--- config.mk ---
export PLATFORM = sky130hd
export DESIGN_NAME = analog_comparator_control
export DESIGN_NICKNAME = d
export VERILOG_FILES = /design/src/hw/cmp_pkg.sv /design/src/hw/cmp_link_if.sv /design/src/hw/cmp_sample_div.sv /design/src/hw/cmp_slice.sv /design/src/hw/analog_comparator_control.sv
export VERILOG_INCLUDE_DIRS = /design/src /design/src/hw
export SDC_FILE = /design/constraint.sdc
export NUM_CORES = 1
export LEC_CHECK = 0
export BUFFER_PORTS_ARGS = -buffer_cell sky130_fd_sc_hd__buf_2
export CAP_MARGIN = 0
export CORE_MARGIN = 2
export CORE_UTILIZATION = 45
export CTS_CLUSTER_SIZE = 40
export DETAILED_ROUTE_END_ITERATION = 16
export GPL_TIMING_DRIVEN = 0
export PLACE_DENSITY = 0.7
export SYNTH_ARGS = -nofsm -noshare
export SYNTH_HDL_FRONTEND = slang
export SYNTH_SLANG_ARGS = --single-unit
--- constraint.sdc ---
create_clock -name hclk -period 2.1 [get_ports hclk]
set_clock_uncertainty 0.05 [all_clocks]
set_input_delay 0.42 -clock hclk [delete_from_list [all_inputs] [get_ports hclk]]
set_output_delay 0.42 -clock hclk [all_outputs]
set_load 0.01 [all_outputs]
--- src/hw/cmp_params.svh ---
// Constants for the comparator control block: offsets, fields, codes and reset values
`ifndef CMP_PARAMS_SVH
`define CMP_PARAMS_SVH

// ----------------------------------------------------------------------
// Sizes
// ----------------------------------------------------------------------
`define CMP_COUNT 3
`define CMP_NEG_SOURCES 6
`define CMP_ADDR_BITS 8

// ----------------------------------------------------------------------
// Register byte offsets
// ----------------------------------------------------------------------
`define CMP_OFS_CTRL0 8'h00
`define CMP_OFS_CTRL1 8'h04
`define CMP_OFS_CTRL2 8'h08
`define CMP_OFS_STATUS 8'h0C
`define CMP_OFS_MASK 8'h10

// ----------------------------------------------------------------------
// Control register fields
// ----------------------------------------------------------------------
`define CMP_ON_BIT 7
`define CMP_IRQ_ON_BIT 6
`define CMP_TRIG_HI 5
`define CMP_TRIG_LO 4
`define CMP_ROUTE_BIT 3
`define CMP_NEG_HI 2
`define CMP_NEG_LO 0
`define CMP_CTRL_WMASK_PLAIN 8'hF7
`define CMP_CTRL_WMASK_ROUTE 8'hFF

// ----------------------------------------------------------------------
// Status and mask register fields
// ----------------------------------------------------------------------
`define CMP_HALVER_BIT 7
`define CMP_FLAG_LO 4
`define CMP_FLAG_HI 6
`define CMP_LEVEL_LO 0
`define CMP_LEVEL_HI 2

// ----------------------------------------------------------------------
// Codes and reset values
// ----------------------------------------------------------------------
`define CMP_TRIG_TOGGLE 2'h0
`define CMP_TRIG_FALL 2'h2
`define CMP_TRIG_RISE 2'h3
`define CMP_NEG_LAST 3'h5
`define CMP_CTRL_RESET 8'h00
`define CMP_FLAG_RESET 3'h0
`define CMP_MASK_RESET 3'h0
`define CMP_HSIZE_WORD 3'h2

`endif

--- src/hw/cmp_pkg.sv ---
// Types shared by the comparator control modules
`include "cmp_params.svh"
package cmp_pkg;

   // Bus phase of the register slave
   typedef enum logic [3:0] {
      PH_IDLE = 4'b0001,
      PH_WRITE = 4'b0010,
      PH_READ_WAIT = 4'b0100,
      PH_READ_OUT = 4'b1000
   } bus_phase_type;

   // Whole state of the top module
   typedef struct packed {
      bus_phase_type phase;
      logic [`CMP_ADDR_BITS-1:0] addr;
      logic [`CMP_COUNT-1:0][7:0] ctrl;
      logic halver;
      logic [`CMP_COUNT-1:0] flag;
      logic [`CMP_COUNT-1:0] mask;
      logic [`CMP_COUNT-1:0][`CMP_NEG_SOURCES-1:0] sync1;
      logic [`CMP_COUNT-1:0][`CMP_NEG_SOURCES-1:0] sync2;
      logic [31:0] rdata;
      logic capture_event;
   } main_state_type;

   // State of one comparator slice
   typedef struct packed {
      logic level;
      logic rose;
      logic fell;
      logic event_hit;
   } slice_state_type;

   // State of the sample-rate divider
   typedef struct packed {
      logic phase;
   } div_state_type;

endpackage

--- src/hw/cmp_link_if.sv ---
// Signals between the top module and one comparator slice
interface cmp_link_if;
   logic sample_en;
   logic [5:0] above;
   logic [2:0] neg_sel;
   logic on;
   logic [1:0] trig_sel;
   logic level;
   logic rose;
   logic fell;
   logic event_hit;

   modport ctrl (output sample_en, above, neg_sel, on, trig_sel,
                 input level, rose, fell, event_hit);
   modport slice (input sample_en, above, neg_sel, on, trig_sel,
                  output level, rose, fell, event_hit);
endinterface

--- src/hw/cmp_sample_div.sv ---
// Sample-rate divider: one enable per cycle, or one every second cycle
module cmp_sample_div import cmp_pkg::*; (
   input wire logic hclk,
   input wire logic hresetn,
   input wire logic halver,
   output logic sample_en
);

   div_state_type q;
   div_state_type d;

   // Alternate phase while halving, restart when running full rate
   always_comb begin
      d = q;
      d.phase = halver ? ~q.phase : 1'b0;
   end

   always_ff @(posedge hclk or negedge hresetn) begin
      if (!hresetn) begin
         q <= '0;
      end else begin
         q <= d;
      end
   end

   // Full rate, or every other cycle
   assign sample_en = ~halver | q.phase;

endmodule

--- src/hw/cmp_slice.sv ---
// One comparator: negative-input choice, sampling and event detection
`include "cmp_params.svh"
module cmp_slice import cmp_pkg::*; (
   input wire logic hclk,
   input wire logic hresetn,
   cmp_link_if.slice link
);

   slice_state_type q;
   slice_state_type d;
   logic result;

   // Sample the chosen decision on each enable and classify the change
   always_comb begin
      d = q;
      d.rose = 1'b0;
      d.fell = 1'b0;
      d.event_hit = 1'b0;
      result = 1'b0;
      if (link.neg_sel <= `CMP_NEG_LAST) begin
         result = link.above[link.neg_sel];
      end
      if (!link.on) begin
         d.level = 1'b0;
      end else if (link.sample_en) begin
         d.level = result;
         d.rose = result & ~q.level;
         d.fell = ~result & q.level;
         case (link.trig_sel)
            `CMP_TRIG_TOGGLE: d.event_hit = result ^ q.level;
            `CMP_TRIG_FALL: d.event_hit = ~result & q.level;
            `CMP_TRIG_RISE: d.event_hit = result & ~q.level;
            default: d.event_hit = 1'b0;
         endcase
      end
   end

   always_ff @(posedge hclk or negedge hresetn) begin
      if (!hresetn) begin
         q <= '0;
      end else begin
         q <= d;
      end
   end

   assign link.level = q.level;
   assign link.rose = q.rose;
   assign link.fell = q.fell;
   assign link.event_hit = q.event_hit;

endmodule

--- src/hw/analog_comparator_control.sv ---
// Control, event and register logic around three clocked comparators
`include "cmp_params.svh"
module analog_comparator_control import cmp_pkg::*; (
   input wire logic hclk,
   input wire logic hresetn,
   input wire logic hsel,
   input wire logic [31:0] haddr,
   input wire logic [1:0] htrans,
   input wire logic hwrite,
   input wire logic [2:0] hsize,
   input wire logic [31:0] hwdata,
   input wire logic hready,
   output logic hreadyout,
   output logic hresp,
   output logic [31:0] hrdata,
   input wire logic [17:0] above_raw,
   output logic [2:0] analog_on,
   output logic [8:0] analog_neg_sel,
   input wire logic [2:0] irq_ack,
   output logic [2:0] cmp_irq_req,
   output logic irq,
   output logic [2:0] conversion_trigger,
   input wire logic timer_capture_edge_sel,
   output logic timer_capture_in,
   output logic timer_capture_event
);

   // ----------------------------------------------------------------------
   // State and local signals
   // ----------------------------------------------------------------------
   main_state_type q;
   main_state_type d;
   logic sample_en;
   logic accept;
   logic [`CMP_COUNT-1:0] levels;
   logic [`CMP_COUNT-1:0] events;
   logic [`CMP_COUNT-1:0] irq_on;
   logic [`CMP_COUNT-1:0] route_rose;
   logic [`CMP_COUNT-1:0] route_fell;

   cmp_link_if link [`CMP_COUNT] ();

   // ----------------------------------------------------------------------
   // Decode helpers
   // ----------------------------------------------------------------------

   // Control register index for an offset, or the count when not a control word
   function automatic logic [1:0] ctrl_index(input logic [`CMP_ADDR_BITS-1:0] a);
      logic [1:0] idx;
      case (a)
         `CMP_OFS_CTRL0: idx = 2'h0;
         `CMP_OFS_CTRL1: idx = 2'h1;
         `CMP_OFS_CTRL2: idx = 2'h2;
         default: idx = 2'h3;
      endcase
      return idx;
   endfunction

   // Writable bits of a control register; only comparator 1 has the route bit
   function automatic logic [7:0] ctrl_wmask(input logic [1:0] idx);
      logic [7:0] m;
      m = (idx == 2'h1) ? `CMP_CTRL_WMASK_ROUTE : `CMP_CTRL_WMASK_PLAIN;
      return m;
   endfunction

   // ----------------------------------------------------------------------
   // Sample rate
   // ----------------------------------------------------------------------

   // One enable per sampling instant, halved when the halver bit is set
   cmp_sample_div sample_div (
      .hclk(hclk),
      .hresetn(hresetn),
      .halver(q.halver),
      .sample_en(sample_en)
   );

   // ----------------------------------------------------------------------
   // Comparator slices
   // ----------------------------------------------------------------------
   genvar gi;
   generate
      for (gi = 0; gi < `CMP_COUNT; gi = gi + 1) begin : g_cmp
         // Feed each slice its settings and the synchronised decisions
         assign link[gi].sample_en = sample_en;
         assign link[gi].above = q.sync2[gi];
         assign link[gi].neg_sel = q.ctrl[gi][`CMP_NEG_HI:`CMP_NEG_LO];
         assign link[gi].on = q.ctrl[gi][`CMP_ON_BIT];
         assign link[gi].trig_sel = q.ctrl[gi][`CMP_TRIG_HI:`CMP_TRIG_LO];

         cmp_slice slice (
            .hclk(hclk),
            .hresetn(hresetn),
            .link(link[gi])
         );

         // Results back from the slice
         assign levels[gi] = link[gi].level;
         assign events[gi] = link[gi].event_hit;
         assign route_rose[gi] = link[gi].rose;
         assign route_fell[gi] = link[gi].fell;
         assign irq_on[gi] = q.ctrl[gi][`CMP_IRQ_ON_BIT];

         // Power and mux setting for the analog side
         assign analog_on[gi] = q.ctrl[gi][`CMP_ON_BIT];
         assign analog_neg_sel[gi*3 +: 3] = q.ctrl[gi][`CMP_NEG_HI:`CMP_NEG_LO];
      end
   endgenerate

   // ----------------------------------------------------------------------
   // Bus request
   // ----------------------------------------------------------------------

   // A transfer is taken in its address phase when the bus is ready
   assign accept = hsel & htrans[1] & hready;

   // ----------------------------------------------------------------------
   // Next state
   // ----------------------------------------------------------------------
   always_comb begin
      d = q;
      d.capture_event = 1'b0;

      // Two-stage capture of the analog decisions
      d.sync1 = above_raw;
      d.sync2 = q.sync1;

      // Hardware clears on vector entry, only while the interrupt is enabled
      for (int i = 0; i < `CMP_COUNT; i++) begin
         if (irq_ack[i] && irq_on[i]) begin
            d.flag[i] = 1'b0;
         end
      end

      // Register write in the data phase
      if (q.phase == PH_WRITE) begin
         case (q.addr)
            `CMP_OFS_CTRL0, `CMP_OFS_CTRL1, `CMP_OFS_CTRL2: begin
               d.ctrl[ctrl_index(q.addr)] =
                  hwdata[7:0] & ctrl_wmask(ctrl_index(q.addr));
            end
            `CMP_OFS_STATUS: begin
               d.halver = hwdata[`CMP_HALVER_BIT];
               d.flag = d.flag & ~hwdata[`CMP_FLAG_HI:`CMP_FLAG_LO];
            end
            `CMP_OFS_MASK: begin
               d.mask = hwdata[`CMP_FLAG_HI:`CMP_FLAG_LO];
            end
            default: begin
               d.mask = d.mask;
            end
         endcase
      end

      // Events set flags after any clear, so a coincident event is kept
      d.flag = d.flag | events;

      // Capture event on the timer's chosen edge, only while routed
      d.capture_event = q.ctrl[1][`CMP_ROUTE_BIT] &
         (timer_capture_edge_sel ? route_rose[1] : route_fell[1]);

      // Read data is taken one cycle into the data phase
      if (q.phase == PH_READ_WAIT) begin
         d.rdata = 32'h0000_0000;
         case (q.addr)
            `CMP_OFS_CTRL0, `CMP_OFS_CTRL1, `CMP_OFS_CTRL2: begin
               d.rdata[7:0] = q.ctrl[ctrl_index(q.addr)];
            end
            `CMP_OFS_STATUS: begin
               d.rdata[`CMP_HALVER_BIT] = q.halver;
               d.rdata[`CMP_FLAG_HI:`CMP_FLAG_LO] = q.flag;
               d.rdata[`CMP_LEVEL_HI:`CMP_LEVEL_LO] = levels;
            end
            `CMP_OFS_MASK: begin
               d.rdata[`CMP_FLAG_HI:`CMP_FLAG_LO] = q.mask;
            end
            default: begin
               d.rdata = 32'h0000_0000;
            end
         endcase
      end

      // Bus phase sequencing
      case (q.phase)
         PH_IDLE, PH_WRITE, PH_READ_OUT: begin
            if (accept && (hsize == `CMP_HSIZE_WORD)) begin
               d.addr = haddr[`CMP_ADDR_BITS-1:0];
               d.phase = hwrite ? PH_WRITE : PH_READ_WAIT;
            end else begin
               d.phase = PH_IDLE;
            end
         end
         PH_READ_WAIT: begin
            d.phase = PH_READ_OUT;
         end
         default: begin
            d.phase = PH_IDLE;
         end
      endcase
   end

   // ----------------------------------------------------------------------
   // State register
   // ----------------------------------------------------------------------
   always_ff @(posedge hclk or negedge hresetn) begin
      if (!hresetn) begin
         q.phase <= PH_IDLE;
         q.addr <= '0;
         q.ctrl <= {`CMP_CTRL_RESET, `CMP_CTRL_RESET, `CMP_CTRL_RESET};
         q.halver <= 1'b0;
         q.flag <= `CMP_FLAG_RESET;
         q.mask <= `CMP_MASK_RESET;
         q.sync1 <= '0;
         q.sync2 <= '0;
         q.rdata <= 32'h0000_0000;
         q.capture_event <= 1'b0;
      end else begin
         q <= d;
      end
   end

   // ----------------------------------------------------------------------
   // Outputs
   // ----------------------------------------------------------------------

   // Reads hold one wait state, writes none; the answer is always OKAY
   assign hreadyout = (q.phase != PH_READ_WAIT);
   assign hresp = 1'b0;
   assign hrdata = q.rdata;

   // Per-comparator requests and the combined, masked interrupt
   assign cmp_irq_req = q.flag & irq_on;
   assign irq = |(cmp_irq_req & q.mask);

   // Flags offered to the converters as start triggers
   assign conversion_trigger = q.flag;

   // Comparator 1 level to the capture front end, held low unless routed
   assign timer_capture_in = q.ctrl[1][`CMP_ROUTE_BIT] & levels[1];
   assign timer_capture_event = q.capture_event;

endmodule

# [Yosys cells after proc, flatten, opt, wreduce, memory -nomap -nowiden]
# Cells that the tools add are included.
[word_totals] reg_bits=97 out_inout_bits=55 word_cells=144
[op_classes] magnitude_cmp=9 eq_ne=20 muxes=46 bitwise=28 reduce_logical=16
[op_table] op="$bwmux W24" n=1
[op_table] op="$mux W1" n=17
[op_table] op="$bmux W8 S2" n=1
[op_table] op="$demux W8 S2" n=1
[op_table] op="$eq A8 B4 Y1 const B" n=2
[op_table] op="$mux W4" n=4
[op_table] op="$mux W8" n=2
[op_table] op="$mux W3" n=5
[op_table] op="$eq A2 B2 Y1 const B" n=6
[op_table] op="$lt A3 B4 Y1 const B" n=3
[op_table] op="$and A1 B1 Y1" n=10
[op_table] op="$and A3 B3 Y3" n=3
[op_table] op="$bmux W1 S3" n=3
[op_table] op="$le A3 B3 Y1 const B" n=3
[op_table] op="$pmux W1 S3" n=3
[op_table] op="$pmux W3 S3" n=1
[op_table] op="$reduce_or A3 Y1" n=3
[op_table] op="$and A8 B8 Y8" n=1
[op_table] op="$eq A8 B3 Y1 const B" n=1
[op_table] op="$eq A8 B5 Y1 const B" n=1
[op_table] op="$logic_not A8 Y1" n=1
[op_table] op="$not A1 Y1" n=8
[op_table] op="$pmux W4 S2" n=1
[op_table] op="$reduce_and A2 Y1" n=4
[op_table] op="other kinds (21)" n=34

# [Depth between registers and ports, before layout]
# Gate-level depths: netlist (run 1).
[logic_depth] word_depth=9 depth_mapped=9 ltp_nobuf=9

# [Modules after synthesis]
# From an unflattened synthesis (run 1), not the netlist that was laid out.
[unflattened] hier_cells=378 area_unflattened_um2=4673.2
[by_module_without_submodules] mod="analog_comparator_control" n_inst=1 cells_per_inst=309 area_per_inst_um2=3877.5
[by_module_without_submodules] mod="cmp_slice" n_inst=3 cells_per_inst=22 area_per_inst_um2=252.7
[by_module_without_submodules] mod="cmp_sample_div" n_inst=1 cells_per_inst=3 area_per_inst_um2=37.5

# [Least setup slack after synthesis (run 1)]
# Ideal clock, no wire load.
[synth_timing] path_kind="reg2reg" startpoint="reg q, in the netlist analog_neg_sel[0]" endpoint="reg g_cmp[0].slice.q, in the netlist g_cmp[0].slice.link.event_hit" setup_time_ns=0.120 t_arrival_ns=1.782 setup_slack_ns=0.148 stages_incl_launch_ff=9 n_path_buf=0 synth_period_minus_slack_ns=1.952 cell_sequence="dfrtp_1 mux4_2 mux2i_1 inv_1 ha_1 inv_1 mux2i_1 o21ai_0 and3_1"
[synth_lines] element="from (decl)" line_no="analog_comparator_control.sv:31" rtl="main_state_type q;"
[synth_lines] element="to (signal assigned)" line_no="cmp_slice.sv:40" rtl="q <= '0;"
[synth_lines] element="to (signal assigned)" line_no="cmp_slice.sv:42" rtl="q <= d;"
[synth_lines] element="to (decl)" line_no="cmp_slice.sv:9" rtl="slice_state_type q;"

# [Worst setup path after layout (run 1)]
[layout_timing] startpoint="reg q[106] in the netlist's numbering" endpoint="reg q, in the netlist analog_on[1]"
[layout_between] elab_chain_cells=9 elab_cells_between_ends=14
[layout_lines] element="$eq A8 B4 Y1, or another cell as far along" line_no="analog_comparator_control.sv:50, analog_comparator_control.sv:137"
[layout_lines] element="$pmux W2 S3" line_no="analog_comparator_control.sv:50" rtl="case (a)"
[layout_lines] element="$mux W2" line_no="analog_comparator_control.sv:137" rtl="case (q.addr)"
[layout_lines] element="$mux W2" line_no="analog_comparator_control.sv:136" rtl="if (q.phase == PH_WRITE) begin"
[layout_lines] element="$lt A2 B3 Y1 (implied by the code) / $ge A2 B1 Y1 (equally long branches)" line_no="analog_comparator_control.sv:139" rtl="d.ctrl[ctrl_index(q.addr)] ="
[layout_lines] element="$logic_and A1 B1 Y1 (implied by the code)" line_no="analog_comparator_control.sv:139"
[layout_lines] element="$mux W8 (implied by the code)" line_no="analog_comparator_control.sv:139"
[layout_lines] element="$demux W8 S2" line_no="analog_comparator_control.sv:139"
[layout_lines] element="$bwmux W24" line_no="analog_comparator_control.sv:139"
# Several ways; a longest one is shown, not always the timed one. The select of a mux whose other input is x is not followed.
# A chain may end at the register's enable or synchronous reset.

==> results of run 1 <==
==> kinds of logic (layout without fill, tap and decap cells) <==
family / after synthesis / after routing / share of synthesized area
and+or+nand+nor: 65 / 65 / 0.0912
DFF: 97 / 97 / 0.571
AOI/OAI and AO/OA: 30 / 30 / 0.0388
xor gates and xnor gates: 1 / 1 / 0.00206
adders and majority gates: 6 / 6 / 0.0176
buffers and inverters: 69 / 169 / 0.108
muxes: 57 / 57 / 0.171
other: 1 / 25 / 0.000882
==> through the flow <==
step,utilization,hold WS (ns),worst slack (ns),area [um2]
after floorplan,-,0.0744,0.148,4340
final,0.563,0.114,0.0110,5180
after CTS,0.557,0.0955,0.00658,5130
after global placement,0.529,0.282,-0.336,4860
after detailed placement,0.532,0.285,-0.128,4890
after global routing,0.563,0.0834,-0.0453,5180
==> cell usage after synthesis, types with 2 or more instances <==
master    count  area [um2]
dfrtp_1      96        2400
buf_4        49         368
mux2_2       26         293
nand2_1      20        75.1
mux2i_1      17         170
o21ai_0      16        80.1
inv_1        14        52.6
nor2_1       10        37.5
a21oi_1       8        40.0
mux2_4        7         105
mux4_2        7         158
ha_1          6        75.1
and2_1        5        31.3
and3_1        5        31.3
nand3_1       4        20.0
o22ai_1       3        18.8
a31o_2        2        17.5
and4b_1       2        20.0
buf_6         2        22.5
clkbuf_1      2        7.51
nand2b_1      2        12.5
nor2b_1       2        12.5
==> where the power goes <==
group	leakage [uW]	internal, uW	switching [uW]
Combinational	0.00130	229	221
Sequential	0.00123	1950	52.1
Clock	0.0000888	454	675
Total	0.00262	2630	948
==> routing by layer <==
metal	track usage	part of all wire
met1	0.214	0.44
met2	0.270	0.49
met3	0.0352	0.053
met4	0.0728	0.019
met5	0	0
==> cell type report <==
class | count | area, um2 | area share
sequential | 97 | 2430 | 0.469
multi-input combinational | 184 | 1500 | 0.290
tap | 111 | 139 | 0.0268
inverter | 15 | 57.6 | 0.0111
buffer | 53 | 392 | 0.0756
clock inverter | 7 | 61.3 | 0.0118
clock buffer | 9 | 124 | 0.0239
timing repair buffer | 85 | 473 | 0.0913
==> flip-flops by register name, summed over array words and instances, names as in the netlist, 3 cells and up <==
name,flops
analog_on,3
link.above,18
g_cmp.slice.link.level,3
g_cmp.slice.link.event_hit,3
d,18
q,19
link.trig_sel,6
hrdata,8
analog_neg_sel,9
irq_on,3
conversion_trigger,3
==> path summary, 6_finish.rpt <==
path | startpoint | end | slack (ns) | cells after the start
setup / recovery | q[106]$_DFFE_PN0P_ | analog_on[1]$_DFFE_PN0P_ | 0.01 | 5
hold / removal | above_raw[14] | d[47]$_DFF_PN0_ | 0.11 | 1
setup reg to reg | q[106]$_DFFE_PN0P_ | analog_on[1]$_DFFE_PN0P_ | 0.01 | 5
hold reg to reg | d[34]$_DFF_PN0_ | link[0].above[1]$_DFF_PN0_ | 0.30 | 0
max in group asynchronous | hresetn | q[108]$_DFF_PN1_ | 0.87 | 3
min in group asynchronous | hresetn | link[2].trig_sel[0]$_DFFE_PN0P_ | 0.45 | 2
==> repair_timing <==
| action | in CTS | in global routing |
|---|---|---|
| endpoints found under the hold margin | 21 | 0 |
| pin swaps | 1 | 2 |
| hold buffers | 1 | 0 |
| setup endpoints to repair | 4 | 25 |
| cloned | 0 | 0 |
| buffers inserted | 1 | 6 |
| gates resized for setup | 8 | 6 |
==> qor.csv, run 1 <==
metric;value;unit
ys_types;43;
synth_ff_type;dfrtp_1;
cts_tree;built;
rsz0062_at_grt;true;
p_leak;0.00262;uW
drive_above_1_share;0.464;
synth_edf_count;0;
end_kind;register;
worstPathCellList;or4_4, nor3_4, and4b_1, buf_6, mux2_4;
slowest_stage;or4_4;
ant_nets;0;
cts_made_buffers;9;
hold_viol;0;
insertion_delay;0.35;ns
gp_congestion;0.781;
post-dp-hpwl;5610;um
worst-slew-pin-transition;0.572;ns
power.density;690;mW/mm2
arrival;2.27;ns
timing.final.crit_period;2.09;ns
vias;2652;
max_cap_viol_count;0;
setup_viol;0;
cts_root_buf;clkbuf_8;
io_pins;151;
cts_buffer_depth;2;
die_h;101;um
die_w;101;um
nNetsFinal;547;
final_cell_mix;dfrtp_1, buf_2, buf_4, mux2_2, conb_1;
netlist_instances;326;
cts_max_level;3;
mostFrequentLayoutCell;dfrtp_1;
avgSynthCellArea;13.0;um2
finalNonFillerCells;561;
drtIter0Drc;108;
grt.overflow.total;0;
drt-total-wl;7620;um
syn_area;0.00425;mm2
grt_max_degree;77;
place_inst;538;
grt_pass1_wl;13000;um
hold_path_class;in2reg;
nFillCells;795;
via_per_inst;4.73;
dieArea;0.0102;mm2
antenna_found_initial;0;
synthArstFlopShare;1.00;
finalPower;3580;uW
clock_sinks;97;
finalSetupTns;0;ns
clk_pin_slew;0.10;ns
ir_drop;0.000425;V
critPathTopFamily;simple AND/OR/NAND/NOR gates;
slew_headroom;0.619;
grt_pass1_vias;2707;
row_count;35;
initial_core_util;0.463;
grtUsageTotal;0.165;
diodes;0;
design.core.area;0.00920;mm2
drtPass1Iterations;4;
crit_type;reg2reg;
area_delta_synth_final;21.8;%
portBuffers;76;
yosys_warnings;0;
drc;0;
seq_area_frac_synth;0.571;
ys_ff_latch;97;
slew_violations;0;
crit_path_max_fanout;8;
status;completed;
start_kind;register;
cpPeakStageDelay;0.56;ns
period_share;0.995;
wl_per_cell;13.6;um
cp.buffers_inverters;1;
required;2.28;ns
achievable-frequency;0.479;GHz
Power figures use the tool's default switching activity.
==> run 2: changes to the inputs <==
RECOVER_POWER = 100   (was not set)
==> run 2 against run 1 <==
Critical path depth is the same. Worst setup slack lost 0.0028 ns. Non-clock buffer count did not move. Critical path type unchanged. Largest power group unchanged. Highest routed layer unchanged.
==> qor.csv, run 2 (synthesis gave the netlist of run 1 again) <==
metric;value;unit
status;completed;
diodes;0;
grt_max_degree;77;
top_register;q;
crit_path_max_fanout;8;
drtPass1Iterations;4;
arrival;2.28;ns
cts_root_buf;clkbuf_8;
ant_nets;0;
power.density;693;mW/mm2
r2r_slack;0.008;ns
die_h;101;um
vias;2639;
setup_viol;0;
hold_ws;0.112;ns
grt_pass1_wl;13000;um
largest_reg_flops;19;
cts_tree;built;
initial_core_util;0.463;
finalSetupTns;0;ns
required;2.29;ns
gp_congestion;0.781;
max_cap_viol_count;0;
cts_max_level;3;
cts_buffer_depth;2;
cts_made_buffers;9;
ir_drop;0.000424;V
regToRegEndpoint;analog_on[1]$_DFFE_PN0P_;
achievable-frequency;0.478;GHz
die_w;101;um
area_delta_synth_final;21.0;%
wl_per_cell;13.6;um
via_per_inst;4.70;
final_cell_mix;dfrtp_1, buf_2, buf_4, mux2_2, conb_1;
nNetsFinal;547;
grt.overflow.total;0;
clock_sinks;97;
rsz0062_at_grt;true;
p_leak;0.00256;uW
drtIter0Drc;90;
crit_type;reg2reg;
place_inst;538;
clk_pin_slew;0.10;ns
fin_ws;0.00827;ns
grtUsageTotal;0.165;
cpPeakStageDelay;0.56;ns
antenna_found_initial;0;
design.core.area;0.00920;mm2
placed_cell_area;0.00489;mm2
slowest_stage;or4_4;
start_kind;register;
mostFrequentLayoutCell;dfrtp_1;
worstReg2RegStart;q[106]$_DFFE_PN0P_;
drc;0;
period_share;0.996;
finalNonFillerCells;561;
place_ws;-0.128;ns
hold_viol;0;
io_pins;151;
slew_headroom;0.566;
drive_above_1_share;0.438;
drt-total-wl;7630;um
hold_path_startpoint;above_raw[14];
holdPathStages;1;
grt_pass1_vias;2707;
post-dp-hpwl;5610;um
worst-slew-pin-transition;0.651;ns
end_kind;register;
insertion_delay;0.35;ns
worstPathCellList;or4_4, nor3_4, and4b_1, buf_6, mux2_4;
dieArea;0.0102;mm2
row_count;35;
slew_violations;0;
portBuffers;76;
fin_area;0.00515;mm2
timing.final.crit_period;2.09;ns
holdPathEnd;d[47]$_DFF_PN0_;
r2r_cells;5;
hold_path_class;in2reg;
nFillCells;807;
-- run 2: worst max-delay path by stage --
stage,start,cells past startpoint,end
3_3_place_gp,hresetn,1,q[110]$_DFF_PN0_
6_report,q[106]$_DFFE_PN0P_,5,analog_on[1]$_DFFE_PN0P_
3_5_place_dp,analog_neg_sel[6]$_DFFE_PN0P_,8,g_cmp[2].slice.link.event_hit$_DFF_PN0_
4_1_cts,analog_neg_sel[6]$_DFFE_PN0P_,8,g_cmp[2].slice.link.event_hit$_DFF_PN0_
5_1_grt,q[106]$_DFFE_PN0P_,5,analog_on[1]$_DFFE_PN0P_
2_1_floorplan,analog_neg_sel[0]$_DFFE_PN0P_,8,g_cmp[0].slice.link.event_hit$_DFF_PN0_
-- run 2: layout make-up --
| class | count | area [um2] | area share |
|---|---|---|---|
| inverter | 15 | 57.6 | 0.0112 |
| multi-input combinational | 184 | 1500 | 0.292 |
| tap | 111 | 139 | 0.0270 |
| timing repair buffer | 85 | 439 | 0.0853 |
| clock buffer | 9 | 124 | 0.0241 |
| clock inverter | 7 | 61.3 | 0.0119 |
| sequential | 97 | 2430 | 0.473 |
| buffer | 53 | 392 | 0.0761 |
-- run 2: worst max-delay path: cells and delay by family, from the launching register on --
| kind | cells | cell delay (ns) |
|---|---|---|
| flip-flops | 1 | 0.40 |
| buffers and inverters | 1 | 0.18 |
| multiplexers | 1 | 0.31 |
| AND/OR/NAND/NOR | 3 | 1.03 |
-- run 2: where the power goes --
group,switching (uW),internal (uW),total [uW]
combinational,220,223,443
clock,674,453,1130
sequential,52.5,1950,2000
-- run 2: stage by stage --
step / power, uW / utilization
final: 3570 / 0.560
after global routing: 3750 / 0.560
after CTS: 3600 / 0.557
after detailed placement: 2470 / 0.532
after global placement: 2450 / 0.529
after floorplan: 2310 / -
-- run 2: layer usage --
metal / global-route usage / wire length [um] / up-vias
li1: - / - / 1280
met1: 0.214 / 3350 / 1272
met2: 0.270 / 3730 / 75
met3: 0.0352 / 412 / 12
met4: 0.0728 / 141 / 0
met5: 0 / 0 / -
-- run 2: what timing repair did --
action	in CTS	in global routing
hold buffers	1	0
buffers inserted	1	6
setup endpoints to repair	4	25
pin swaps	1	2
resized for setup	8	6
hold endpoints to repair	21	0
